**src/rtccal_pkg.sv**
```systemverilog
package rtccal_pkg;

    // register offsets on the processor i/o bus
    localparam logic [7:0] HOUR_OFS      = 8'he2;
    localparam logic [7:0] WEEKDAY_OFS   = 8'he3;
    localparam logic [7:0] DAY_OFS       = 8'he4;
    localparam logic [7:0] PERIOD_OFS    = 8'he5;
    localparam logic [7:0] YEAR_OFS      = 8'he6;
    localparam logic [7:0] HUNDRED_OFS   = 8'he7;

    // field layout of a packed bcd byte
    localparam int TENS_MSB = 7;
    localparam int TENS_LSB = 4;
    localparam int ONES_MSB = 3;
    localparam int ONES_LSB = 0;

    // reserved upper nibble of the weekday register after reset
    localparam logic [3:0] WEEKDAY_RSV_RST = 4'h0;

    // lock state after reset: counting on, registers read-only
    localparam logic UNLOCK_RST = 1'b0;

    // binary limits of each count
    localparam logic [7:0] HOUR_MAX_BIN    = 8'h17;
    localparam logic [7:0] WEEKDAY_MIN     = 8'h01;
    localparam logic [7:0] WEEKDAY_MAX     = 8'h07;
    localparam logic [7:0] DAY_MIN         = 8'h01;
    localparam logic [7:0] DAY_MAX_BIN     = 8'h1f;
    localparam logic [7:0] PERIOD_MIN      = 8'h01;
    localparam logic [7:0] PERIOD_MAX_BIN  = 8'h0c;
    localparam logic [7:0] YEAR_MAX_BIN    = 8'h63;

    // bcd limits of each count
    localparam logic [7:0] HOUR_MAX_BCD    = 8'h23;
    localparam logic [7:0] PERIOD_MAX_BCD  = 8'h12;
    localparam logic [7:0] YEAR_MAX_BCD    = 8'h99;
    localparam logic [7:0] FEB_BCD         = 8'h02;

    // bcd month lengths and the zero floors of the counts
    localparam logic [7:0] DAY_MAX_BCD     = 8'h31;
    localparam logic [7:0] SHORT_LAST_BCD  = 8'h30;
    localparam logic [7:0] FEB_LEAP_BCD    = 8'h29;
    localparam logic [7:0] FEB_LAST_BCD    = 8'h28;
    localparam logic [7:0] HOUR_MIN        = 8'h00;
    localparam logic [7:0] YEAR_MIN        = 8'h00;

endpackage : rtccal_pkg

```
**src/rtccal_counts.sv**
```systemverilog
`timescale 1ns/1ps

// Operation
// - bcd hours: tens 0-2 upper nibble, ones 0-9 lower, 24-hour count
// - binary hours: whole byte holds 0 to 23
// - weekday counts from one, values one to seven
// - weekday upper nibble reserved, read-only, zero after reset
// - bcd day of month: tens 0-3, ones 0-9
// - day of month starts at one; binary at most 31
// - month: bcd tens 0-1 ones 0-9; binary 1 to 12
// - bcd year: two decimal digits, each 0-9
// - binary year: whole byte 0 to 99
// - bcd century: two decimal digits, each 0-9
// - binary century: whole byte 0 to 99
// - locked: writes ignored, reads served; unlocked: reads and writes
// - reset leaves all count values untouched
// - format bit: clear is binary, set is packed bcd
// - unlock bit set halts counting and opens writes; clear runs
// - reset comes up locked, counting enabled
// - month lengths and leap years tracked only in bcd format
module rtccal_counts (
    input  wire logic       mclk,
    input  wire logic       rst,
    input  wire logic [7:0] io_addr,
    input  wire logic       io_wr,
    input  wire logic       io_rd,
    input  wire logic [7:0] io_wdata,
    input  wire logic       bcd_sel,
    input  wire logic       unlock_set,
    input  wire logic       unlock_clr,
    input  wire logic       hour_carry,
    output logic      [7:0] io_rdata,
    output logic            io_hit,
    output logic            unlock,
    output logic      [7:0] hour_count,
    output logic      [7:0] weekday_count,
    output logic      [7:0] day_in_month_count,
    output logic      [7:0] calendar_period_count,
    output logic      [7:0] year_count,
    output logic      [7:0] hundreds_of_years_count
);

    ////////////////////////////////////////////////////////////////////////
    // state

    // stored fields; the count bytes carry no reset
    logic [7:0] hour_q;
    logic [3:0] weekday_value_q;
    logic [3:0] weekday_rsv_q;
    logic [7:0] day_q;
    logic [7:0] period_q;
    logic [7:0] year_q;
    logic [7:0] hundred_q;
    logic       unlock_q;
    logic [7:0] rdata_q;
    logic       hit_q;

    // next values and wrap flags from the incrementers
    logic [7:0] hour_d;
    logic [7:0] wday_d;
    logic [7:0] day_d;
    logic [7:0] period_d;
    logic [7:0] year_d;
    logic [7:0] hundred_d;
    logic       hour_wrap;
    logic       wday_wrap;
    logic       day_wrap;
    logic       period_wrap;
    logic       year_wrap;
    logic       hundred_wrap;
    // month length limit, the count strobe gated from hour_carry and the bus write strobe
    logic [7:0] day_last;
    logic       tick;
    logic       wr_ok;

    ////////////////////////////////////////////////////////////////////////
    // helpers

    // packed bcd byte to binary, used for month and year decoding
    // digits above nine are not trapped; they give an out-of-range result
    function automatic logic [7:0] bcd2bin(input logic [7:0] v);
        logic [7:0] t;
        t = {4'h0, v[rtccal_pkg::TENS_MSB:rtccal_pkg::TENS_LSB]};
        return 8'((t << 3) + (t << 1)) + {4'h0, v[rtccal_pkg::ONES_MSB:rtccal_pkg::ONES_LSB]};
    endfunction : bcd2bin

    // pick the binary or bcd form of a limit
    function automatic logic [7:0] lim(input logic bcd, input logic [7:0] b,
                                       input logic [7:0] d);
        return bcd ? d : b;
    endfunction : lim

    ////////////////////////////////////////////////////////////////////////
    // last day of the current month

    // binary format has no month table, so every month runs to 31
    // leap test looks at the two year digits only; century years are not special
    always_comb begin
        logic [7:0] m;
        logic [7:0] y;
        m = bcd2bin(period_q);
        y = bcd2bin(year_q);
        day_last = rtccal_pkg::DAY_MAX_BCD;
        if (!bcd_sel) begin
            day_last = rtccal_pkg::DAY_MAX_BIN;
        end else if (period_q == rtccal_pkg::FEB_BCD) begin
            // february runs to the 29th when the year divides by four
            if (y[1:0] == 2'b00) begin
                day_last = rtccal_pkg::FEB_LEAP_BCD;
            end else begin
                day_last = rtccal_pkg::FEB_LAST_BCD;
            end
        end else if (m == 8'h04 || m == 8'h06 || m == 8'h09 || m == 8'h0b) begin
            day_last = rtccal_pkg::SHORT_LAST_BCD;
        end
    end

    ////////////////////////////////////////////////////////////////////////
    // field incrementers

    // hours wrap after 23 in either encoding
    rtccal_digit u_hour (
        .cur  (hour_q),
        .bcd  (bcd_sel),
        .lo   (rtccal_pkg::HOUR_MIN),
        .hi   (lim(bcd_sel, rtccal_pkg::HOUR_MAX_BIN, rtccal_pkg::HOUR_MAX_BCD)),
        .nxt  (hour_d),
        .wrap (hour_wrap)
    );

    // weekday is one to seven in both formats
    rtccal_digit u_wday (
        .cur  ({4'h0, weekday_value_q}),
        .bcd  (bcd_sel),
        .lo   (rtccal_pkg::WEEKDAY_MIN),
        .hi   (rtccal_pkg::WEEKDAY_MAX),
        .nxt  (wday_d),
        .wrap (wday_wrap)
    );

    // day limit follows the month table in bcd
    rtccal_digit u_day (
        .cur  (day_q),
        .bcd  (bcd_sel),
        .lo   (rtccal_pkg::DAY_MIN),
        .hi   (day_last),
        .nxt  (day_d),
        .wrap (day_wrap)
    );

    // month runs from one to twelve
    rtccal_digit u_period (
        .cur  (period_q),
        .bcd  (bcd_sel),
        .lo   (rtccal_pkg::PERIOD_MIN),
        .hi   (lim(bcd_sel, rtccal_pkg::PERIOD_MAX_BIN, rtccal_pkg::PERIOD_MAX_BCD)),
        .nxt  (period_d),
        .wrap (period_wrap)
    );

    // year runs from zero to 99
    rtccal_digit u_year (
        .cur  (year_q),
        .bcd  (bcd_sel),
        .lo   (rtccal_pkg::YEAR_MIN),
        .hi   (lim(bcd_sel, rtccal_pkg::YEAR_MAX_BIN, rtccal_pkg::YEAR_MAX_BCD)),
        .nxt  (year_d),
        .wrap (year_wrap)
    );

    // century shares the year limits; its carry out goes nowhere
    rtccal_digit u_hundred (
        .cur  (hundred_q),
        .bcd  (bcd_sel),
        .lo   (rtccal_pkg::YEAR_MIN),
        .hi   (lim(bcd_sel, rtccal_pkg::YEAR_MAX_BIN, rtccal_pkg::YEAR_MAX_BCD)),
        .nxt  (hundred_d),
        .wrap (hundred_wrap)
    );

    ////////////////////////////////////////////////////////////////////////
    // lock control

    // counting runs only while locked; a set and clear together keeps lock
    assign tick  = hour_carry && !unlock_q;
    assign wr_ok = io_wr && unlock_q;

    // lock state; clear is tested first so it wins over a set
    always_ff @(posedge mclk) begin
        if (rst) begin
            unlock_q <= rtccal_pkg::UNLOCK_RST;
        end else if (unlock_clr) begin
            unlock_q <= 1'b0;
        end else if (unlock_set) begin
            unlock_q <= 1'b1;
        end
    end

    ////////////////////////////////////////////////////////////////////////
    // count registers, untouched by reset except the reserved weekday nibble
    // writes need unlock and ticks need lock, so the two never meet

    // hours: 0-23 binary or 00-23 bcd, carry feeds day and weekday
    always_ff @(posedge mclk) begin
        if (wr_ok && io_addr == rtccal_pkg::HOUR_OFS) begin
            hour_q <= io_wdata;
        end else if (tick) begin
            hour_q <= hour_d;
        end
    end

    // weekday value bits; only the low nibble is writable
    always_ff @(posedge mclk) begin
        if (wr_ok && io_addr == rtccal_pkg::WEEKDAY_OFS) begin
            weekday_value_q <= io_wdata[3:0];
        end else if (tick && hour_wrap) begin
            weekday_value_q <= wday_d[3:0];
        end
    end

    // reserved nibble is the only part cleared by reset
    // kept as a flop so the read mux and the output share one source
    always_ff @(posedge mclk) begin
        if (rst) begin
            weekday_rsv_q <= rtccal_pkg::WEEKDAY_RSV_RST;
        end
    end

    // day of month wraps to one and advances the month
    always_ff @(posedge mclk) begin
        if (wr_ok && io_addr == rtccal_pkg::DAY_OFS) begin
            day_q <= io_wdata;
        end else if (tick && hour_wrap) begin
            day_q <= day_d;
        end
    end

    // month wraps to one and advances the year
    always_ff @(posedge mclk) begin
        if (wr_ok && io_addr == rtccal_pkg::PERIOD_OFS) begin
            period_q <= io_wdata;
        end else if (tick && hour_wrap && day_wrap) begin
            period_q <= period_d;
        end
    end

    // year wraps to zero and advances the century
    always_ff @(posedge mclk) begin
        if (wr_ok && io_addr == rtccal_pkg::YEAR_OFS) begin
            year_q <= io_wdata;
        end else if (tick && hour_wrap && day_wrap && period_wrap) begin
            year_q <= year_d;
        end
    end

    // century has no carry out; it simply wraps after 99
    always_ff @(posedge mclk) begin
        if (wr_ok && io_addr == rtccal_pkg::HUNDRED_OFS) begin
            hundred_q <= io_wdata;
        end else if (tick && hour_wrap && day_wrap && period_wrap && year_wrap) begin
            hundred_q <= hundred_d;
        end
    end

    ////////////////////////////////////////////////////////////////////////
    // read port, served whether locked or not

    // read data is registered so every output comes from a flop
    always_ff @(posedge mclk) begin
        if (rst) begin
            rdata_q <= 8'h00;
            hit_q   <= 1'b0;
        end else begin
            hit_q <= 1'b0;
            if (io_rd) begin
                hit_q <= 1'b1;
                case (io_addr)
                    rtccal_pkg::HOUR_OFS:    rdata_q <= hour_q;
                    rtccal_pkg::WEEKDAY_OFS: rdata_q <= {weekday_rsv_q, weekday_value_q};
                    rtccal_pkg::DAY_OFS:     rdata_q <= day_q;
                    rtccal_pkg::PERIOD_OFS:  rdata_q <= period_q;
                    rtccal_pkg::YEAR_OFS:    rdata_q <= year_q;
                    rtccal_pkg::HUNDRED_OFS: rdata_q <= hundred_q;
                    default: begin
                        rdata_q <= 8'h00; // not ours
                        hit_q   <= 1'b0;
                    end
                endcase
            end
        end
    end

    // outputs straight from flip-flops
    assign io_rdata                = rdata_q;
    assign io_hit                  = hit_q;
    assign unlock                  = unlock_q;
    assign hour_count              = hour_q;
    assign weekday_count           = {weekday_rsv_q, weekday_value_q};
    assign day_in_month_count      = day_q;
    assign calendar_period_count   = period_q;
    assign year_count              = year_q;
    assign hundreds_of_years_count = hundred_q;

endmodule : rtccal_counts

```
**src/rtccal_digit.sv**
```systemverilog
`timescale 1ns/1ps

// one calendar field: advance with wrap, in binary or packed bcd
module rtccal_digit (
    input  wire logic [7:0] cur,
    input  wire logic       bcd,
    input  wire logic [7:0] lo,
    input  wire logic [7:0] hi,
    output logic      [7:0] nxt,
    output logic            wrap
);

    // increment one step; bcd adjusts the ones digit past nine
    always_comb begin
        wrap = (cur == hi);
        if (wrap) begin
            nxt = lo;
        end else if (bcd && (cur[3:0] == 4'h9)) begin
            nxt = {cur[7:4] + 4'h1, 4'h0};
        end else begin
            nxt = cur + 8'h01;
        end
    end

endmodule : rtccal_digit

```
**config.mk**
```make
export PLATFORM = sky130hd
export DESIGN_NAME = rtccal_counts
export DESIGN_NICKNAME = d
export VERILOG_FILES = /design/src/rtccal_pkg.sv /design/src/rtccal_counts.sv /design/src/rtccal_digit.sv
export SDC_FILE = /design/constraint.sdc
export NUM_CORES = 1
export LEC_CHECK = 0
export ABC_AREA = 1
export BUFFER_PORTS_ARGS = -buffer_cell sky130_fd_sc_hd__buf_2
export CORE_MARGIN = 2
export CORE_UTILIZATION = 35
export CTS_BUF_LIST = sky130_fd_sc_hd__clkbuf_4
export DETAILED_ROUTE_END_ITERATION = 8
export HOLD_SLACK_MARGIN = 0.02
export PLACE_DENSITY = 0.55
export SLEW_MARGIN = 20
export SYNTH_ARGS = -nofsm -noshare
export SYNTH_HDL_FRONTEND = slang
export SYNTH_SLANG_ARGS = --single-unit
```
**constraint.sdc**
```tcl
create_clock -name mclk -period 4.57 [get_ports mclk]
set_input_delay 0.2285 -clock mclk [delete_from_list [all_inputs] [get_ports mclk]]
set_output_delay 0.2285 -clock mclk [all_outputs]
set_load 0.01 [all_outputs]
```
==> results of run 1 <==
-- registers in the layout, summed over array words and instances, names as in the netlist --
signal and cells:
calendar_period_count 8, day_in_month_count 8, hour_count 8, hundreds_of_years_count 8, io_rdata 8, year_count 8, weekday_value_q 4, io_hit 1
unlock 1
-- repair_timing --
item	in CTS	in global routing
hold buffers	2	0
setup buffers	0	0
endpoints found under the hold margin	1	0
-- cells by family (layout without fill, tap and decap cells) --
logic type | count (synthesis) | after routing | synth area share, %
AOI/OAI and AO/OA | 108 | 108 | 15.0
xor gates and xnor gates | 17 | 17 | 3.58
adders and majority gates | 29 | 29 | 9.08
buffers and inverters | 92 | 171 | 9.44
DFF | 54 | 54 | 36.6
other | 1 | 4 | 0.0901
and+or+nand+nor | 227 | 227 | 26.2
-- area by class of cell --
type | instances | area (µm²) | area share (%)
sequential | 54 | 1520 | 31.8
inverter | 83 | 318 | 6.64
clock buffer | 5 | 37.5 | 0.784
tap | 143 | 179 | 3.74
multi-input combinational | 385 | 2260 | 47.1
timing repair buffer | 80 | 413 | 8.62
clock inverter | 3 | 63.8 | 1.33
-- power by group through the flow --
stage | logic [mW] | registers, mW | clock network [mW]
2_1_floorplan | 0.0508 | 0.563 | 0
3_5_place_dp | 0.0932 | 0.562 | 0
4_1_cts | 0.0948 | 0.551 | 0.343
3_3_place_gp | 0.0924 | 0.562 | 0
6_report | 0.0944 | 0.552 | 0.338
5_1_grt | 0.106 | 0.553 | 0.358
-- path summary, 6_finish.rpt --
path | startpoint | to | slack (ps) | cells after the start
max | calendar_period_count[3] | hundreds_of_years_count[2] | 1260 | 13
min | io_wdata[5] | day_in_month_count[5] | 110 | 3
max reg2reg | calendar_period_count[3] | hundreds_of_years_count[2] | 1260 | 13
min reg2reg | io_rdata[6] | io_rdata[6] | 460 | 2
-- worst max-delay path, cell delays in order (launching register included) --
cell	delay [ps]
sky130_fd_sc_hd__edfxtp_1	580
sky130_fd_sc_hd__fa_1	580
sky130_fd_sc_hd__fa_1	520
sky130_fd_sc_hd__nor2_1	110
sky130_fd_sc_hd__nand2_1	50
sky130_fd_sc_hd__nand2_1	50
sky130_fd_sc_hd__inv_1	40
sky130_fd_sc_hd__nor2_1	150
sky130_fd_sc_hd__nand3_2	150
sky130_fd_sc_hd__nand3_1	140
sky130_fd_sc_hd__nand2_1	60
sky130_fd_sc_hd__nor2_1	120
sky130_fd_sc_hd__nand4_1	130
sky130_fd_sc_hd__nand2_1	310
-- routing by layer --
layer	GRT usage, %	vias to the layer above	share of wire [%]
met5	0	-	0
met4	5.85	0	1.8
met3	3.05	16	4.6
met2	34.1	98	48
met1	27.6	1877	46
li1	-	1963	-
-- cell usage in the layout, fill, tap and decap left out, types with 12 or more instances in the layout --
cell type,n
sky130_fd_sc_hd__nand2_1,99
sky130_fd_sc_hd__inv_1,77
sky130_fd_sc_hd__buf_2,77
sky130_fd_sc_hd__nor2_1,47
sky130_fd_sc_hd__edfxtp_1,44
sky130_fd_sc_hd__o21ai_0,41
sky130_fd_sc_hd__o22ai_1,32
sky130_fd_sc_hd__nand3_1,31
sky130_fd_sc_hd__ha_1,27
sky130_fd_sc_hd__nand4_1,19
sky130_fd_sc_hd__xor2_1,16
sky130_fd_sc_hd__a21oi_1,12
==> out/qor.log, run 1 <==
INFO  status         outcome=finished, violations left
INFO  status         failed_checks=DRC
INFO  logic_synthesis synth_top_area_share=31.8%
INFO  clocking       clk_pin_slew=170ps
INFO  drt            detail_route.vias_per_cell=5.25
INFO  timing         achievable-frequency=302MHz
INFO  die            die_y=113µm
INFO  die            core=0.0115mm²
INFO  clocking       number_of_buffers_added_by_the_clock_tree_synthesis_step=5
INFO  timing         timing.hold.ws=109ps
INFO  logic_synthesis synth.lib_cells_used.distinct=38
INFO  logic_synthesis ys_dominant_reg_cell=sky130_fd_sc_hd__edfxtp_1
INFO  timing         clock-skew-final=17.7ps
INFO  drt            drcViolationCount=6
INFO  placed_design  dp_hpwl=10.2mm
INFO  drt            finalWirelength=12.9mm
INFO  global_route   grt_resource_usage_total=20.4%
INFO  clocking       clock_insertion_delay_worst_skew=410ps
INFO  placed_design  finalWeightedCongestion=0.928
INFO  clocking       cts_max_path_buffers=2
INFO  logic_synthesis ys_top_cells_by_area=sky130_fd_sc_hd__edfxtp_1 (32%), sky130_fd_sc_hd__nand2_1 (8.9%), sky130_fd_sc_hd__ha_1 (8.1%)
INFO  timing         slew_worst_pin=717ps
INFO  cells_and_area drive_above_1_share=18.7%
INFO  clocking       cts-htree-levels=2
INFO  power_and_ir_drop total_switching_power=244µW
INFO  logic_synthesis synth_enable_flop_cells=44
INFO  drt            dr.pass1.iters=8
INFO  cells_and_area stdcell_count=753
INFO  global_route   grt_pass1_wl=20.4mm
INFO  logic_synthesis ys_warn_count=0
INFO  cells_and_area antennaDiodeCount=0
INFO  drt            vias=3954
INFO  timing         maxSlewHeadroom=51.9%
INFO  cells_and_area final_cell_area=0.00479mm²
INFO  placed_design  dpl-instance-area=0.00467mm²
INFO  setup_path     path_max_fanout=9
INFO  logic_synthesis sequential_share_of_the_synthesized_area=36.6%
INFO  placed_design  place_worst_setup_slack=1240ps
INFO  setup_path     critical_path_arrival=3400ps
INFO  drt            antenna_left=0
INFO  global_route   vias_in_the_first_global_route=3817
INFO  power_and_ir_drop power_frac_comb=9.6%
INFO  power_and_ir_drop power=984µW
INFO  clocking       tritoncts=built
INFO  logic_synthesis synth_cells=528
INFO  power_and_ir_drop seq_power_share=56.1%
INFO  cells_and_area final_core_utilization=41.6%
INFO  timing         grt_setup_unrepaired=no
INFO  die            floorplan.io_pins=82
INFO  timing         setup_total_negative_slack=0ps
INFO  timing         post-route-worst-setup-slack=1260ps
INFO  setup_path     crit_path_start_kind=flip-flop
INFO  clocking       clock-sinks=54
INFO  cells_and_area nFillCells=1195
INFO  logic_synthesis synth-seq-cells=54
INFO  cells_and_area final_nets=662
INFO  logic_synthesis synth-async-reset-ratio=0%
INFO  die            initial_core_utilization=36.1%
INFO  power_and_ir_drop clkPwrFrac=34.3%
INFO  power_and_ir_drop p_int=739µW
INFO  logic_synthesis syn_avg_cell_area=7.88µm²
INFO  die            rows=39
INFO  logic_synthesis synth_commonest_cells=sky130_fd_sc_hd__nand2_1 (99), sky130_fd_sc_hd__inv_1 (77), sky130_fd_sc_hd__nor2_1 (47)
INFO  clocking       clk_root_buffer_cell=sky130_fd_sc_hd__clkbuf_4
INFO  timing         setup_viol=0
INFO  setup_path     endpoint_kind=flip-flop
INFO  logic_synthesis top_count_cell_post_synth=sky130_fd_sc_hd__nand2_1
INFO  power_and_ir_drop vdd_drop_max=0.114mV
INFO  min_path       hold_class=primary input to flip-flop
INFO  global_route   antenna_found_initial=0
INFO  drt            avgRoutedWirePerCell=17.1µm
INFO  placed_design  buffer_ports.inserted=77
INFO  timing         slew_viol_final=0
INFO  timing         final.min_clock_period=3310ps
INFO  setup_path     worst-endpoint-required=4650ps
INFO  global_route   globalRouteOverflowTotal=0
INFO  logic_synthesis synth_area=0.00416mm²
INFO  die            width_of_the_chip=113µm
INFO  timing         final_hold_viol_count=0
INFO  setup_path     timing.setup.critical_path_class=flip-flop to flip-flop
INFO  global_route   grt_start_max_net_pins=18
INFO  job            drv.max_cap_violation_count=0
INFO  placed_design  placed_cells_incl_taps=743
INFO  clocking       cts_resized=0
INFO  timing         min_period_over_period=72.5%
INFO  die            die-area=0.0128mm²
INFO  drt            initialDrtViolationCount=294
INFO  power_and_ir_drop switching_power_share_of_the_total=24.8%
INFO  power_and_ir_drop power_leakage=2.35nW
INFO  power_and_ir_drop p_per_area=205mW/mm²
INFO  cells_and_area synthToLayoutAreaGrowth=15.1%
INFO  logic_synthesis synthDominantAreaCellType=sky130_fd_sc_hd__edfxtp_1
No activity file was read; power rests on OpenSTA's default activity.
==> run 2, diff against run 1 <==
--- a/config.mk
+++ b/config.mk
@@ -5,7 +5,7 @@
 export SDC_FILE = /design/constraint.sdc
 export NUM_CORES = 1
 export LEC_CHECK = 0
-export ABC_AREA = 1
+export ABC_AREA = 0
 export BUFFER_PORTS_ARGS = -buffer_cell sky130_fd_sc_hd__buf_2
 export CORE_MARGIN = 2
 export CORE_UTILIZATION = 35
==> constraint.sdc (replaced) <==
create_clock -name mclk -period 3.2 [get_ports mclk]
set_input_delay 0.16 -clock mclk [delete_from_list [all_inputs] [get_ports mclk]]
set_output_delay 0.16 -clock mclk [all_outputs]
set_load 0.01 [all_outputs]
==> run 2 against run 1 <==
The flow finishes with violations (setup timing). Sequential cell count unchanged. Clock-buffer cell count up 3. Sequential power up 44%. Combinational power up 60%. Worst hold slack worse by 32 ps. Routed wire length up 5.3%. Core utilization up 1.3 points. Register-to-register slack worse by 1600 ps. Clock skew up 1.8 ps.
==> out/qor.log, run 2 <==
INFO  logic_synthesis synthDominantAreaCellType=sky130_fd_sc_hd__edfxtp_1
INFO  timing         grt_setup_unrepaired=yes
INFO  power_and_ir_drop power_frac_comb=11.8%
INFO  power_and_ir_drop clkPwrFrac=26.0%
INFO  global_route   grt_resource_usage_total=20.7%
INFO  logic_synthesis synth-seq-cells=54
INFO  timing         maxSlewHeadroom=39.4%
INFO  setup_path     worst_r2r_startpoint=calendar_period_count[3]
INFO  status         failed_checks=setup timing
INFO  drt            vias=4000
INFO  drt            initialDrtViolationCount=263
INFO  setup_path     worst-path-buf-inv=1
INFO  drt            avgRoutedWirePerCell=19.2µm
INFO  logic_synthesis synth_enable_flop_cells=44
INFO  min_path       hold_path_depth=2
INFO  power_and_ir_drop p_per_area=249mW/mm²
INFO  logic_synthesis synth_cells=467
INFO  status         outcome=finished, violations left
INFO  timing         timing.hold.ws=76.4ps
INFO  timing         slew_worst_pin=906ps
INFO  logic_synthesis ys_top_cells_by_area=sky130_fd_sc_hd__edfxtp_1 (31%), sky130_fd_sc_hd__ha_1 (7.9%), sky130_fd_sc_hd__nand2_1 (4.8%)
INFO  min_path       hold_class=primary input to flip-flop
INFO  global_route   globalRouteOverflowTotal=0
INFO  drt            detail_route.vias_per_cell=5.66
INFO  timing         achievable-frequency=281MHz
INFO  job            drv.max_cap_violation_count=0
INFO  placed_design  dpl-instance-area=0.00497mm²
INFO  timing         setup_viol=30
INFO  power_and_ir_drop power_leakage=2.00nW
INFO  logic_synthesis synth_top_area_share=30.9%
INFO  cells_and_area drive_above_1_share=23.6%
INFO  cells_and_area synthToLayoutAreaGrowth=19.9%
INFO  drt            finalWirelength=13.6mm
INFO  logic_synthesis synth.lib_cells_used.distinct=64
INFO  power_and_ir_drop vdd_drop_max=0.118mV
INFO  setup_path     crit_top_cell=sky130_fd_sc_hd__fa_1
INFO  placed_design  finalWeightedCongestion=0.863
INFO  cells_and_area nFillCells=1203
INFO  drt            dr.pass1.iters=5
INFO  cells_and_area mostFrequentLayoutCells=sky130_fd_sc_hd__buf_2 (77), sky130_fd_sc_hd__nand2_1 (55), sky130_fd_sc_hd__edfxtp_1 (44)
INFO  setup_path     critical_path_arrival=3670ps
INFO  timing         final_hold_viol_count=0
INFO  setup_path     cell_depth_of_the_worst_flop_to_flop_path=8
INFO  setup_path     crit_cells=8
INFO  setup_path     crit_path_start_kind=flip-flop
INFO  setup_path     regToRegSetupSlack=-360ps
INFO  cells_and_area final_cell_area=0.00512mm²
INFO  timing         clock-skew-final=19.5ps
INFO  drt            antenna_left=0
INFO  setup_path     endpoint_kind=flip-flop
INFO  global_route   grt_start_max_net_pins=26
INFO  global_route   antenna_found_initial=0
INFO  placed_design  dp_hpwl=10.1mm
INFO  cells_and_area final_nets=612
INFO  logic_synthesis synth-async-reset-ratio=0%
INFO  clocking       clk_root_buffer_cell=sky130_fd_sc_hd__clkbuf_4
INFO  clocking       clock-sinks=54
INFO  clocking       clock_insertion_delay_worst_skew=380ps
INFO  drt            drcViolationCount=0
INFO  timing         final.min_clock_period=3560ps
INFO  global_route   grt_pass1_wl=21.1mm
INFO  timing         min_period_over_period=111%
INFO  setup_path     cpLargestDelayFamily=simple AND/OR/NAND/NOR gates
INFO  timing         slew_viol_final=0
INFO  logic_synthesis top_count_cell_post_synth=sky130_fd_sc_hd__nand2_1
INFO  power_and_ir_drop p_int=943µW
INFO  cells_and_area mostFrequentLayoutCell=sky130_fd_sc_hd__buf_2
INFO  timing         post-route-worst-setup-slack=-358ps
INFO  power_and_ir_drop total_switching_power=334µW
INFO  die            initial_core_utilization=35.7%
INFO  logic_synthesis syn_avg_cell_area=9.15µm²
INFO  die            core=0.0120mm²
INFO  cells_and_area antennaDiodeCount=0
INFO  die            width_of_the_chip=115µm
INFO  min_path       min_to=io_rdata[3]
INFO  setup_path     crit_path_top_delay_cell=sky130_fd_sc_hd__fa_1
INFO  die            die-area=0.0131mm²
INFO  power_and_ir_drop switching_power_share_of_the_total=26.1%
INFO  global_route   vias_in_the_first_global_route=3847
INFO  power_and_ir_drop seq_power_share=62.1%
INFO  die            floorplan.io_pins=82
INFO  logic_synthesis ys_dominant_reg_cell=sky130_fd_sc_hd__edfxtp_1
INFO  die            die_y=115µm
INFO  logic_synthesis synth_area=0.00428mm²
INFO  logic_synthesis synth_commonest_cells=sky130_fd_sc_hd__nand2_1 (55), sky130_fd_sc_hd__edfxtp_1 (44), sky130_fd_sc_hd__o21ai_0 (32)
INFO  logic_synthesis ys_warn_count=0
INFO  setup_path     timing.critical_path.slowest_cell_delay=580ps
INFO  logic_synthesis sequential_share_of_the_synthesized_area=35.6%
INFO  setup_path     worst-endpoint-required=3310ps
INFO  clocking       cts_max_path_buffers=2
INFO  die            rows=40
INFO  clocking       cts-htree-levels=2
INFO  clocking       number_of_buffers_added_by_the_clock_tree_synthesis_step=5
INFO  setup_path     timing.setup.critical_path_class=flip-flop to flip-flop
INFO  cells_and_area stdcell_count=707
INFO  setup_path     worstReg2RegEnd=calendar_period_count[4]
INFO  placed_design  buffer_ports.inserted=77
INFO  setup_path     path_max_fanout=8
INFO  setup_path     worst_path_cell_chain=fa_1, fa_1, or3b_1, a221o_1, or4b_4, and3_4, o31ai_4, buf_12
INFO  min_path       hold_start=rst
INFO  clocking       tritoncts=built
INFO  clocking       clk_pin_slew=140ps
INFO  placed_design  placed_cells_incl_taps=690
[run 2: cells by family after synthesis]
logic type,Yosys count,share of synthesized area (%)
AOI/OAI and AO/OA,109,16.9
xor gates and xnor gates,31,6.35
adders and majority gates,29,8.84
buffers and inverters,46,4.42
DFF,54,35.6
muxes,12,4.07
other,1,0.0877
and+or+nand+nor,185,23.8
[run 2: final cells by class]
| cell class | instances | area [µm²] | area share [%] |
|---|---|---|---|
| multi-input cells | 370 | 2640 | 51.4 |
| flip-flops and latches | 54 | 1520 | 29.7 |
| inverters | 21 | 78.8 | 1.54 |
| clock buffers | 8 | 60.1 | 1.17 |
| well taps | 147 | 184 | 3.59 |
| repair buffers | 107 | 644 | 12.6 |
[run 2: through the flow]
stage	setup slack, ps	power [mW]	util (%)	setup TNS, ps
2_1_floorplan	-442	0.891	-	-9240
3_3_place_gp	-369	0.956	41.5	-7480
3_5_place_dp	-386	0.958	41.5	-7930
4_1_cts	-388	1.28	42.6	-9220
5_1_grt	-458	1.32	42.8	-10740
6_report	-358	1.28	42.8	-7850
[run 2: worst max path at each step]
| stage | from | to |
|---|---|---|
| 5_1_grt | calendar_period_count[3] | calendar_period_count[4] |
| 2_1_floorplan | calendar_period_count[6] | calendar_period_count[0] |
| 6_report | calendar_period_count[3] | calendar_period_count[4] |
| 3_5_place_dp | calendar_period_count[6] | calendar_period_count[6] |
| 4_1_cts | calendar_period_count[6] | hundreds_of_years_count[7] |
| 3_3_place_gp | calendar_period_count[6] | calendar_period_count[6] |
[run 2: power by group through the flow]
| stage | combinational (mW) | sequential, mW | clock, mW |
|---|---|---|---|
| floorplan | 0.0858 | 0.806 | 0 |
| global placement | 0.147 | 0.809 | 0 |
| detailed placement | 0.148 | 0.809 | 0 |
| CTS | 0.151 | 0.794 | 0.337 |
| global route | 0.166 | 0.797 | 0.358 |
| finish | 0.151 | 0.794 | 0.332 |
[run 2: repair_timing]
action	in CTS	in global routing
setup buffers	3	4
resized for setup	4	2
hold buffers	2	0
endpoints found under the setup margin	30	31
endpoints found under the hold margin	1	0
pin swaps	5	8
[run 2: layer usage]
layer	routed length [µm]	global-route usage, %
met5	0	0
met4	187	5.61
met3	581	2.28
met2	6600	34.6
met1	6230	28.6
